### config.mk
export PLATFORM = sky130hd
export DESIGN_NAME = twi_master
export DESIGN_NICKNAME = d
export VERILOG_FILES = /design/src/design/twi_pkg.sv /design/src/design/twi_master.sv
export SDC_FILE = /design/constraint.sdc
export NUM_CORES = 1
export LEC_CHECK = 0
export BUFFER_PORTS_ARGS = -buffer_cell sky130_fd_sc_hd__buf_4
export CORE_ASPECT_RATIO = 0.75
export CORE_MARGIN = 3
export CORE_UTILIZATION = 49
export CTS_CLUSTER_DIAMETER = 40
export CTS_CLUSTER_SIZE = 24
export DETAILED_ROUTE_END_ITERATION = 16
export PLACE_DENSITY_LB_ADDON = 0.08
export SYNTH_ARGS = -nofsm -noshare
export SYNTH_HDL_FRONTEND = slang
export SYNTH_SLANG_ARGS = --single-unit
### constraint.sdc
create_clock -name clk -period 2.45 [get_ports clk]
set_input_delay 0.245 -clock clk [delete_from_list [all_inputs] [get_ports clk]]
set_output_delay 0.245 -clock clk [all_outputs]
set_load 0.005 [all_outputs]
### src/design/twi_pkg.sv
// Purpose: shared constants and types for the two-wire bus master block
// Assumes: 16-bit registers on a plain strobe port, printed offsets are byte addresses
// Notes: field positions follow the control and status register layouts
package twi_pkg;
	localparam logic [9:0] rx_buffer_addr = 10'h200;
	localparam logic [9:0] tx_buffer_addr = 10'h202;
	localparam logic [9:0] clock_divider_addr = 10'h204;
	localparam logic [9:0] control_addr = 10'h206;
	localparam logic [9:0] status_addr = 10'h208;
	localparam logic [9:0] own_address_addr = 10'h20a;
	localparam logic [15:0] rx_buffer_reset = 16'h0000;
	localparam logic [15:0] tx_buffer_reset = 16'h00ff;
	localparam logic [15:0] clock_divider_reset = 16'h0000;
	localparam logic [15:0] control_reset = 16'h1000;
	localparam logic [15:0] status_reset = 16'h0000;
	localparam logic [15:0] own_address_reset = 16'h0000;
	// control bit positions
	localparam int ctl_enable = 15;
	localparam int ctl_stop_in_idle = 13;
	localparam int ctl_clock_release = 12;
	localparam int ctl_accept_all = 11;
	localparam int ctl_broadcast = 7;
	localparam int ctl_stretch = 6;
	localparam int ctl_ack_value = 5;
	localparam int ctl_ack_req = 4;
	localparam int ctl_receive_req = 3;
	localparam int ctl_stop_req = 2;
	localparam int ctl_restart_req = 1;
	localparam int ctl_start_req = 0;
	// status bit positions
	localparam int st_ack_status = 15;
	localparam int st_tx_progress = 14;
	localparam int st_collision = 10;
	localparam int st_broadcast_hit = 9;
	localparam int st_stop_seen = 4;
	localparam int st_start_seen = 3;
	localparam int st_rx_full = 1;
	localparam int st_tx_full = 0;
	localparam logic [7:0] broadcast_address = 8'h00;
	localparam logic [3:0] bits_per_byte = 4'h8;
	localparam int bus_width = 16;
	typedef enum {idle, start_a, start_b, restart_a, restart_b, restart_c, stop_a, stop_b, stop_c,
		bit_low, bit_high, ack_low, ack_high, wait_sw} master_state_t;
	typedef struct packed {
		logic scl;
		logic sda;
	} bus_lines_t;
	typedef struct packed {
		logic master_event;
		logic slave_event;
	} events_t;
endpackage

### src/design/twi_master.sv
// Purpose: two-wire bus master with broadcast and accept-all address recognition
// Assumes: open-drain pins split into level in and pull-low enable; pins pass two flops first
// Notes: one shared reload-and-count-down generator paces every bus phase
//
// Function
// - accept-all bit makes every address match
// - broadcast recognised only with enable bit 7
// - after start shift eight bits, compare addresses
// - broadcast hit fills buffer, flags, ninth-fall event
// - restart begins next transfer holding bus
// - transmitter sends address, bytes, samples acknowledge
// - receiver gets bytes, drives acknowledge on ack request
// - transmit write sets full flag, starts generator
// - data bit placed after driven clock fall
// - status bit 14 high during transmit
// - receive request bit 3 ignored unless in wait_sw
// - rollover toggles clock, sample on rise
// - generator loads, counts to zero, reloads
// - released clock pauses generator until sampled high
// - released one read zero flags collision
// - collision in byte clears full flag, releases
// - collision in sequence clears request bits
// - after collision stop detection raises event
// - sleep stops clocks, aborts transfer
// - idle mode halts when stop-in-idle set
// - master and slave event flags raised
// - clock-release clear holds clock after fall
//
// Local design decision: strobed register access.
`timescale 1ns/10ps
module twi_master (
	input wire logic clk, // 20 MHz system clock
	input wire logic reset, // synchronous, active high
	input wire logic [9:0] addr, // register byte address
	input wire logic [15:0] wdata, // write data
	input wire logic wr, // write strobe
	input wire logic rd, // read strobe
	output logic [15:0] rdata, // read data, cycle after rd
	input wire logic sleep, // processor sleep
	input wire logic cpu_idle, // processor idle
	input wire twi_pkg::bus_lines_t pins_in, // pin levels
	output twi_pkg::bus_lines_t pins_oe, // high pulls the line low
	output twi_pkg::events_t events // one-cycle event pulses
);
	logic [15:0] rx_buffer_reg, tx_buffer_reg, clock_divider_reg, control_reg, status_reg, own_address_reg;
	logic [7:0] rx_shift_reg, tx_shift;
	logic [15:0] clock_generator;
	logic [3:0] bit_count;
	logic scl_s1, scl_s, sda_s1, sda_s, scl_d, sda_d;
	logic scl_oe, sda_oe, receiving, addr_phase, collided, slave_watch, slave_bits_active;
	logic [3:0] slave_count;
	logic [7:0] slave_shift;
	logic slave_hit_pending, slave_broadcast_pending, stretch_hold;
	twi_pkg::master_state_t state;
	logic master_event, slave_event;

	function automatic logic rolled(input logic [15:0] count);
		rolled = (count == 16'h0000);
	endfunction

	// two-flop synchronisers on the pins, then edge history from the second stage
	always_ff @(posedge clk) begin
		scl_s1 <= pins_in.scl;
		scl_s <= scl_s1;
		sda_s1 <= pins_in.sda;
		sda_s <= sda_s1;
		scl_d <= scl_s;
		sda_d <= sda_s;
	end

	// run gating: sleep aborts, idle halts when requested
	wire run = control_reg[twi_pkg::ctl_enable] && !sleep
		&& !(cpu_idle && control_reg[twi_pkg::ctl_stop_in_idle]);
	wire start_cond = scl_s && scl_d && sda_d && !sda_s;
	wire stop_cond = scl_s && scl_d && !sda_d && sda_s;
	wire scl_rise = scl_s && !scl_d;
	wire scl_fall = !scl_s && scl_d;
	// register decode
	wire hit_tx = wr && (addr == twi_pkg::tx_buffer_addr);
	wire hit_div = wr && (addr == twi_pkg::clock_divider_addr);
	wire hit_ctl = wr && (addr == twi_pkg::control_addr);
	wire hit_stat = wr && (addr == twi_pkg::status_addr);
	wire hit_own = wr && (addr == twi_pkg::own_address_addr);
	wire read_rx = rd && (addr == twi_pkg::rx_buffer_addr);
	wire master_idle = (state == twi_pkg::idle);
	// generator paused while our released clock is still held low by another party
	wire scl_stalled = !scl_oe && !scl_s;
	wire tick = rolled(clock_generator) && !scl_stalled;
	// collision: we release data to send a one but the line reads zero with clock high
	wire bus_collision = run && !master_idle && !sda_oe && !sda_s && scl_s && !scl_oe
		&& (state == twi_pkg::bit_high || state == twi_pkg::start_a || state == twi_pkg::restart_b
		|| state == twi_pkg::stop_c || (state == twi_pkg::ack_high && bit_count != 4'h0)) && !receiving;
	wire tx_accept = hit_tx && run && (master_idle || state == twi_pkg::wait_sw);
	wire [15:0] ctl_wmask = 16'hfff0 & ~(16'h1 << twi_pkg::ctl_clock_release);
	wire byte_broadcast = control_reg[twi_pkg::ctl_broadcast] && (slave_shift == twi_pkg::broadcast_address);
	wire byte_own = (slave_shift[7:1] == own_address_reg[6:0]) || control_reg[twi_pkg::ctl_accept_all];

	// reload-and-count-down generator; reloads on every phase step and when a stretched clock returns
	always_ff @(posedge clk) begin
		if (reset || !run) begin
			clock_generator <= twi_pkg::clock_divider_reset;
		end else if (tick || (scl_rise && !scl_oe) || tx_accept || hit_ctl) begin
			clock_generator <= clock_divider_reg;
		end else if (!rolled(clock_generator) && !scl_stalled) begin
			clock_generator <= clock_generator - 16'h0001;
		end
	end

	// master sequencer: every phase except idle and wait_sw advances on a generator rollover
	always_ff @(posedge clk) begin
		master_event <= 1'b0;
		if (reset || !run) begin
			state <= twi_pkg::idle;
			scl_oe <= 1'b0;
			sda_oe <= 1'b0;
			bit_count <= 4'h0;
			receiving <= 1'b0;
			tx_shift <= 8'h00;
			addr_phase <= 1'b1;
			rx_shift_reg <= 8'h00;
		end else if (bus_collision) begin
			state <= twi_pkg::idle;
			scl_oe <= 1'b0;
			sda_oe <= 1'b0;
			master_event <= 1'b1;
			bit_count <= 4'h0;
		end else begin
			if (collided && stop_cond) begin
				master_event <= 1'b1;
			end
			case (state)
				twi_pkg::idle: begin
					if (tx_accept) begin
						tx_shift <= wdata[7:0];
						bit_count <= twi_pkg::bits_per_byte;
						receiving <= 1'b0;
						state <= twi_pkg::bit_low;
					end else if (control_reg[twi_pkg::ctl_start_req]) begin
						sda_oe <= 1'b1;
						state <= twi_pkg::start_a;
						addr_phase <= 1'b1;
					end
				end
				twi_pkg::start_a: if (tick) begin
					scl_oe <= 1'b1;
					state <= twi_pkg::start_b;
				end
				twi_pkg::start_b: if (tick) begin
					master_event <= 1'b1;
					state <= twi_pkg::wait_sw;
				end
				twi_pkg::wait_sw: begin
					if (tx_accept) begin
						tx_shift <= wdata[7:0];
						bit_count <= twi_pkg::bits_per_byte;
						receiving <= 1'b0;
						state <= twi_pkg::bit_low;
					end else if (control_reg[twi_pkg::ctl_receive_req]) begin
						bit_count <= twi_pkg::bits_per_byte;
						receiving <= 1'b1;
						sda_oe <= 1'b0;
						state <= twi_pkg::bit_low;
					end else if (control_reg[twi_pkg::ctl_ack_req]) begin
						sda_oe <= !control_reg[twi_pkg::ctl_ack_value];
						bit_count <= 4'h1; // marks our own ack slot
						state <= twi_pkg::ack_low;
					end else if (control_reg[twi_pkg::ctl_restart_req]) begin
						sda_oe <= 1'b0;
						state <= twi_pkg::restart_a;
					end else if (control_reg[twi_pkg::ctl_stop_req]) begin
						sda_oe <= 1'b1;
						state <= twi_pkg::stop_a;
					end
				end
				// clock is low: put the next bit on data after the driven fall
				twi_pkg::bit_low: if (tick) begin
					if (bit_count == 4'h0 && receiving) begin
						receiving <= 1'b0; // byte in, clock held low
						master_event <= 1'b1;
						state <= twi_pkg::wait_sw;
					end else if (bit_count == 4'h0) begin
						sda_oe <= 1'b0; // free data before the ack clock rises
						state <= twi_pkg::ack_low;
					end else if (receiving) begin
						scl_oe <= 1'b0;
						state <= twi_pkg::bit_high;
					end else begin
						sda_oe <= !tx_shift[7];
						tx_shift <= {tx_shift[6:0], 1'b0};
						state <= twi_pkg::bit_high;
					end
				end
				twi_pkg::bit_high: begin
					if (receiving && scl_rise) begin
						rx_shift_reg <= {rx_shift_reg[6:0], sda_s};
					end
					if (tick) begin
						if (!receiving && scl_oe) begin
							scl_oe <= 1'b0;
						end else begin
							scl_oe <= 1'b1;
							bit_count <= bit_count - 4'h1;
							state <= twi_pkg::bit_low;
						end
					end
				end
				twi_pkg::ack_low: if (tick) begin
					scl_oe <= 1'b0;
					state <= twi_pkg::ack_high;
				end
				twi_pkg::ack_high: if (tick) begin
					scl_oe <= 1'b1; // data stays put while the clock falls
					addr_phase <= 1'b0;
					receiving <= 1'b0;
					bit_count <= 4'h0;
					master_event <= 1'b1;
					state <= twi_pkg::wait_sw;
				end
				twi_pkg::restart_a: if (tick) begin
					scl_oe <= 1'b0;
					state <= twi_pkg::restart_b;
				end
				twi_pkg::restart_b: if (tick) begin
					sda_oe <= 1'b1;
					state <= twi_pkg::restart_c;
				end
				twi_pkg::restart_c: if (tick) begin
					scl_oe <= 1'b1;
					addr_phase <= 1'b1;
					master_event <= 1'b1;
					state <= twi_pkg::wait_sw;
				end
				twi_pkg::stop_a: if (tick) begin
					scl_oe <= 1'b0;
					state <= twi_pkg::stop_b;
				end
				twi_pkg::stop_b: if (tick) begin
					sda_oe <= 1'b0;
					state <= twi_pkg::stop_c;
				end
				default: if (tick) begin
					master_event <= 1'b1;
					state <= twi_pkg::idle;
				end
			endcase
		end
	end

	// address watcher: after any start, shift eight bits and compare
	always_ff @(posedge clk) begin
		slave_event <= 1'b0;
		if (reset || !run) begin
			slave_bits_active <= 1'b0;
			slave_count <= 4'h0;
			slave_shift <= 8'h00;
			slave_hit_pending <= 1'b0;
			slave_broadcast_pending <= 1'b0;
		end else if (start_cond) begin
			slave_bits_active <= 1'b1;
			slave_count <= 4'h0;
			slave_hit_pending <= 1'b0;
			slave_broadcast_pending <= 1'b0;
		end else if (slave_bits_active && scl_rise) begin
			if (slave_count == twi_pkg::bits_per_byte) begin
				slave_bits_active <= 1'b0;
			end else begin
				slave_shift <= {slave_shift[6:0], sda_s};
				slave_count <= slave_count + 4'h1;
			end
		end else if (slave_bits_active && scl_fall && slave_count == twi_pkg::bits_per_byte) begin
			slave_broadcast_pending <= byte_broadcast;
			slave_hit_pending <= byte_own && !byte_broadcast;
		end else if (!slave_bits_active && scl_fall && (slave_hit_pending || slave_broadcast_pending)) begin
			slave_event <= slave_hit_pending;
			slave_hit_pending <= 1'b0;
			slave_broadcast_pending <= 1'b0;
		end
	end
	wire broadcast_load = slave_bits_active && scl_fall && slave_count == twi_pkg::bits_per_byte && byte_broadcast;
	wire broadcast_event = !slave_bits_active && scl_fall && slave_broadcast_pending;
	wire rx_done = state == twi_pkg::bit_low && receiving && tick && bit_count == 4'h0;

	// software clock hold: only takes hold after a falling edge with the line low
	always_ff @(posedge clk) begin
		if (reset) begin
			stretch_hold <= 1'b0;
		end else if (control_reg[twi_pkg::ctl_clock_release]) begin
			stretch_hold <= 1'b0;
		end else if (scl_fall || (stretch_hold && !scl_s)) begin
			stretch_hold <= 1'b1;
		end
	end

	// control register: hardware clears request bits on completion or collision
	wire seq_done = tick && (state == twi_pkg::start_b || state == twi_pkg::restart_c
		|| state == twi_pkg::stop_c || (state == twi_pkg::ack_high && !receiving && bit_count != 4'h0));
	wire rx_start = state == twi_pkg::wait_sw && control_reg[twi_pkg::ctl_receive_req] && !tx_accept;
	always_ff @(posedge clk) begin
		if (reset) begin
			control_reg <= twi_pkg::control_reset;
		end else if (hit_ctl) begin
			control_reg <= (wdata & ctl_wmask) | (control_reg & ~ctl_wmask)
				| ({15'h0000, master_idle && wdata[twi_pkg::ctl_start_req]})
				| {12'h000, wdata[twi_pkg::ctl_receive_req] && state == twi_pkg::wait_sw,
					wdata[twi_pkg::ctl_stop_req], wdata[twi_pkg::ctl_restart_req], 1'b0};
			if (control_reg[twi_pkg::ctl_stretch]) begin
				control_reg[twi_pkg::ctl_clock_release] <= wdata[twi_pkg::ctl_clock_release];
			end
		end else if (bus_collision || !run) begin
			control_reg[4:0] <= 5'b00000;
		end else if (seq_done || rx_start) begin
			control_reg[4:0] <= 5'b00000;
		end
	end

	// status and buffers; hardware set wins over software clear
	always_ff @(posedge clk) begin
		if (reset) begin
			status_reg <= twi_pkg::status_reset;
			rx_buffer_reg <= twi_pkg::rx_buffer_reset;
			tx_buffer_reg <= twi_pkg::tx_buffer_reset;
			clock_divider_reg <= twi_pkg::clock_divider_reset;
			own_address_reg <= twi_pkg::own_address_reset;
			collided <= 1'b0;
		end else begin
			if (hit_div) clock_divider_reg <= wdata;
			if (hit_own) own_address_reg <= wdata;
			if (hit_stat && !wdata[twi_pkg::st_collision]) begin
				status_reg[twi_pkg::st_collision] <= 1'b0;
				collided <= 1'b0;
			end
			if (tx_accept) begin
				tx_buffer_reg <= {8'h00, wdata[7:0]};
				status_reg[twi_pkg::st_tx_full] <= 1'b1;
			end else if (!run || (state == twi_pkg::bit_low && bit_count == 4'h1 && tick)) begin
				status_reg[twi_pkg::st_tx_full] <= 1'b0;
			end
			status_reg[twi_pkg::st_tx_progress] <= !master_idle && !receiving
				&& (state == twi_pkg::bit_low || state == twi_pkg::bit_high || state == twi_pkg::ack_high);
			if (state == twi_pkg::ack_high && !receiving && tick) status_reg[twi_pkg::st_ack_status] <= sda_s;
			if (read_rx) status_reg[twi_pkg::st_rx_full] <= 1'b0;
			if (broadcast_load) begin
				rx_buffer_reg <= {8'h00, slave_shift};
				status_reg[twi_pkg::st_rx_full] <= 1'b1;
				status_reg[twi_pkg::st_broadcast_hit] <= 1'b1;
			end else if (rx_done) begin
				rx_buffer_reg <= {8'h00, rx_shift_reg};
				status_reg[twi_pkg::st_rx_full] <= 1'b1;
			end
			if (start_cond) begin
				status_reg[twi_pkg::st_start_seen] <= 1'b1;
				status_reg[twi_pkg::st_stop_seen] <= 1'b0;
			end else if (stop_cond) begin
				status_reg[twi_pkg::st_stop_seen] <= 1'b1;
				status_reg[twi_pkg::st_start_seen] <= 1'b0;
				status_reg[twi_pkg::st_broadcast_hit] <= 1'b0;
			end
			if (bus_collision) begin
				status_reg[twi_pkg::st_collision] <= 1'b1;
				status_reg[twi_pkg::st_tx_full] <= 1'b0;
				collided <= 1'b1;
			end
		end
	end

	// read mux and registered outputs
	wire [15:0] read_mux = (addr == twi_pkg::rx_buffer_addr) ? rx_buffer_reg
		: (addr == twi_pkg::tx_buffer_addr) ? tx_buffer_reg
		: (addr == twi_pkg::clock_divider_addr) ? clock_divider_reg
		: (addr == twi_pkg::control_addr) ? control_reg
		: (addr == twi_pkg::status_addr) ? status_reg
		: (addr == twi_pkg::own_address_addr) ? own_address_reg : 16'h0000;
	always_ff @(posedge clk) begin
		if (reset) begin
			rdata <= 16'h0000;
			pins_oe <= '0;
			events <= '0;
		end else begin
			rdata <= rd ? read_mux : 16'h0000;
			pins_oe.scl <= run && (scl_oe || (stretch_hold && control_reg[twi_pkg::ctl_stretch]));
			pins_oe.sda <= run && sda_oe;
			events.master_event <= master_event || broadcast_event;
			events.slave_event <= slave_event;
		end
	end
endmodule

==> impl_metrics.tcl <==
set metrics [dict create \
    status "completed" \
    busiest_layer "met1" \
    end_kind "flop" \
    synth_compound_area_frac 0.2070 \
    grt.total_usage 0.2904 \
    grt_setup_unrepaired "no" \
    initial_utilization 0.5138 \
    final_antenna_net_count 0 \
    dpl-instance-area_um2 8584 \
    final_nets 1073 \
    path_clk_slew_ns 0.07 \
    seq_area_frac_synth 0.4176 \
    p_int_mw 4.128 \
    switchingPower_mw 1.267 \
    worst_clock_skew_ns 0.008018 \
    crit_arrival_ns 2.74 \
    die_area_um2 17100 \
    pwr-share-clk 0.478 \
    synth_cell_types 80 \
    hp-class "input pin to flop" \
    yosys.area_share.simple 0.2663 \
    use_met2 0.4085 \
    ys_seq_elements 159 \
    io_buffers 53 \
    syn_inst 940 \
    grt_util_met1 0.4463 \
    cp_cell_sequence "or4_4, or4_1, or3_1, o21bai_1, a32o_1" \
    power.share.switching 0.2348 \
    critPathTopFamily "simple AND/OR/NAND/NOR gates" \
    dp_hpwl_mm 17.86 \
    post-cts-setup-buffer-count 0 \
    finalSetupTns_ns 0 \
    syn_area_per_cell_um2 8.109 \
    cts_max_level 4 \
    power.leakage_nw 3.438 \
    firstDrtPassIters 5 \
    path_class "flop to flop" \
    grt_max_degree 61 \
    core_region_area_um2 14830 \
    path_buf_inv 0 \
    p_total_mw 5.394 \
    finish.utilization 0.6197 \
    synth_area_leaders "dfxtp_1, nand2_1, a21oi_1, mux2i_1, nor2_1" \
    max_slew_margin 0.2356 \
    worst_slew_pin_slew_ns 1.136 \
    grt_pass1_vias 6991 \
    grt_overflow 0 \
    p_per_area_nw_per_um2 586.8 \
    crit_required_ns 2.82 \
    cts_tree "yes" \
    drt_iter0_markers 1065 \
    cts.sinks 159 \
    num_io_pins 54 \
    antenna_found_initial 0 \
    wl_per_cell_um 19.75 \
    final_cell_mix "nand2_1, dfxtp_1, buf_4" \
    place_congestion 1.031 \
    slowest_delay_ns 0.58 \
    power_frac_seq 0.482 \
    fillers 1375 \
    grt_pass1_wl_mm 38.58 \
    yosysTopAreaCellShare 0.4176 \
    synth_nets 981 \
    dieHeight_um 114.0 \
    finalCriticalPeriod_ns 2.366 \
    combinationalPowerShare 0.040 \
    fmax_mhz 422.6 \
    synthToLayoutAreaGrowth_pct 20.60 \
    synthFlopType "dfxtp_1" \
    routed-via-count 7622 \
    maxCapViolations 0 \
    synth_xor_area_frac 0.01264 \
    path_max_fanout 5 \
    cts_buffers 17 \
    cts_buffer_depth 2 \
    cp-start-kind "flop" \
    synth.largest_area_cell "dfxtp_1" \
    synth-edff-count 0 \
    layout_commonest_cell "nand2_1" \
    setup_viol 0 \
    finalHoldViolCount 0 \
    die_w_um 150.0 \
    drive_above_1_share 0.1676 \
    netlist_area_um2 7622 \
    max-vdd-ir-drop_mv 0.4676 \
    routed_via_density 6.127 \
    crit_slowest_cell "or4_4" \
    period_share 0.9658 \
    synth-adder-area-share 0.01149 \
    synth_top_family_by_area "simple AND/OR/NAND/NOR gates" \
    clkLatencyLatePin_ns 0.44 \
    gr-usage-met3 0.05957 \
    clock-root-buffer "clkbuf_16" \
    final_area_um2 9193 \
    n_antenna_cell 0 \
    ys_async_sr_fraction 0 \
    synth_warnings 0 \
    drt-total-wl_mm 24.57 \
    yosys-mux-area-fraction 0.04728 \
    num_rows 38 \
    drv_slew 0 \
    drc 0 \
]
what timing repair did:
item,in CTS,in global routing
gates resized for setup,0,6
hold buffers,2,0
endpoints found under the setup margin,0,20
endpoints found under the hold margin,2,0
power groups by stage:
stage                     clock network [mW]  logic (mW)  registers, mW
final                                   2.58       0.216           2.60
after global routing                    2.71       0.229           2.60
after CTS                               2.60       0.209           2.60
after detailed placement                   0       0.205           2.66
after global placement                     0       0.205           2.66
after floorplan                            0      0.0883           2.65
layout make-up:
type | instances | area (um^2) | share of cell area
Clock buffer | 20 | 456.7 | 0.04968
Timing Repair Buffer | 123 | 940.9 | 0.1024
Tap cell | 200 | 250.2 | 0.02722
Multi-Input combinational cell | 710 | 4178 | 0.4545
Sequential cell | 159 | 3183 | 0.3463
Clock inverter | 11 | 105.1 | 0.01143
Inverter | 21 | 78.83 | 0.008575
kinds of logic (layout without fill, tap and decap cells):
logic type                 count (synthesis)  count (layout)
AOI/OAI and AO/OA                        234             234
muxes                                     36              36
buffers and inverters                     71             175
adders and majority gates                  7               7
and+or+nand+nor                          422             422
DFF                                      159             159
xor gates and xnor gates                  11              11
final timing paths:
kind / start / endpoint / slack [ns] / cells after the start
min: wdata[11] / own_address_reg[11] / 0.07 / 3
min reg2reg: sda_s1 / sda_s / 0.33 / 0
max reg2reg: clock_generator[9] / clock_generator[15] / 0.08 / 5
max: clock_generator[9] / clock_generator[15] / 0.08 / 5
synthesized netlist by cell type (8+ instances only):
library cell / instances
clkbuf_1: 37
and3_1: 8
a21oi_1: 96
mux2i_1: 36
a211oi_1: 14
dfxtp_1: 159
nor4_1: 13
o211ai_1: 9
o21ai_0: 25
a222oi_1: 8
inv_1: 21
nor3_1: 30
nand4_1: 8
nand2_1: 172
nor2_1: 88
nand2b_1: 9
nand3_1: 34
nor2b_1: 12
a31oi_1: 13
a22oi_1: 10
worst min-delay path: stages:
cell	delay, ns
buf_4	0.12
nand2_1	0.05
a21oi_1	0.05
per-stage QoR:
stage,instances,setup WS [ns],hold slack (ns)
floorplan,940,0.2274,0.2727
global placement,1211,0.1301,0.3193
detailed placement,1211,0.1208,0.3150
CTS,1244,0.09036,0.06670
global route,1244,0.001775,0.06933
finish,1244,0.08381,0.06998
metal layers:
| layer | vias up | wire length, um |
|---|---|---|
| met5 | - | 0 |
| met4 | 0 | 439 |
| met3 | 41 | 2622 |
| met2 | 421 | 10140 |
| met1 | 3564 | 11370 |
| li1 | 3596 | - |
Note: power is estimated with default switching activity, not from simulation.
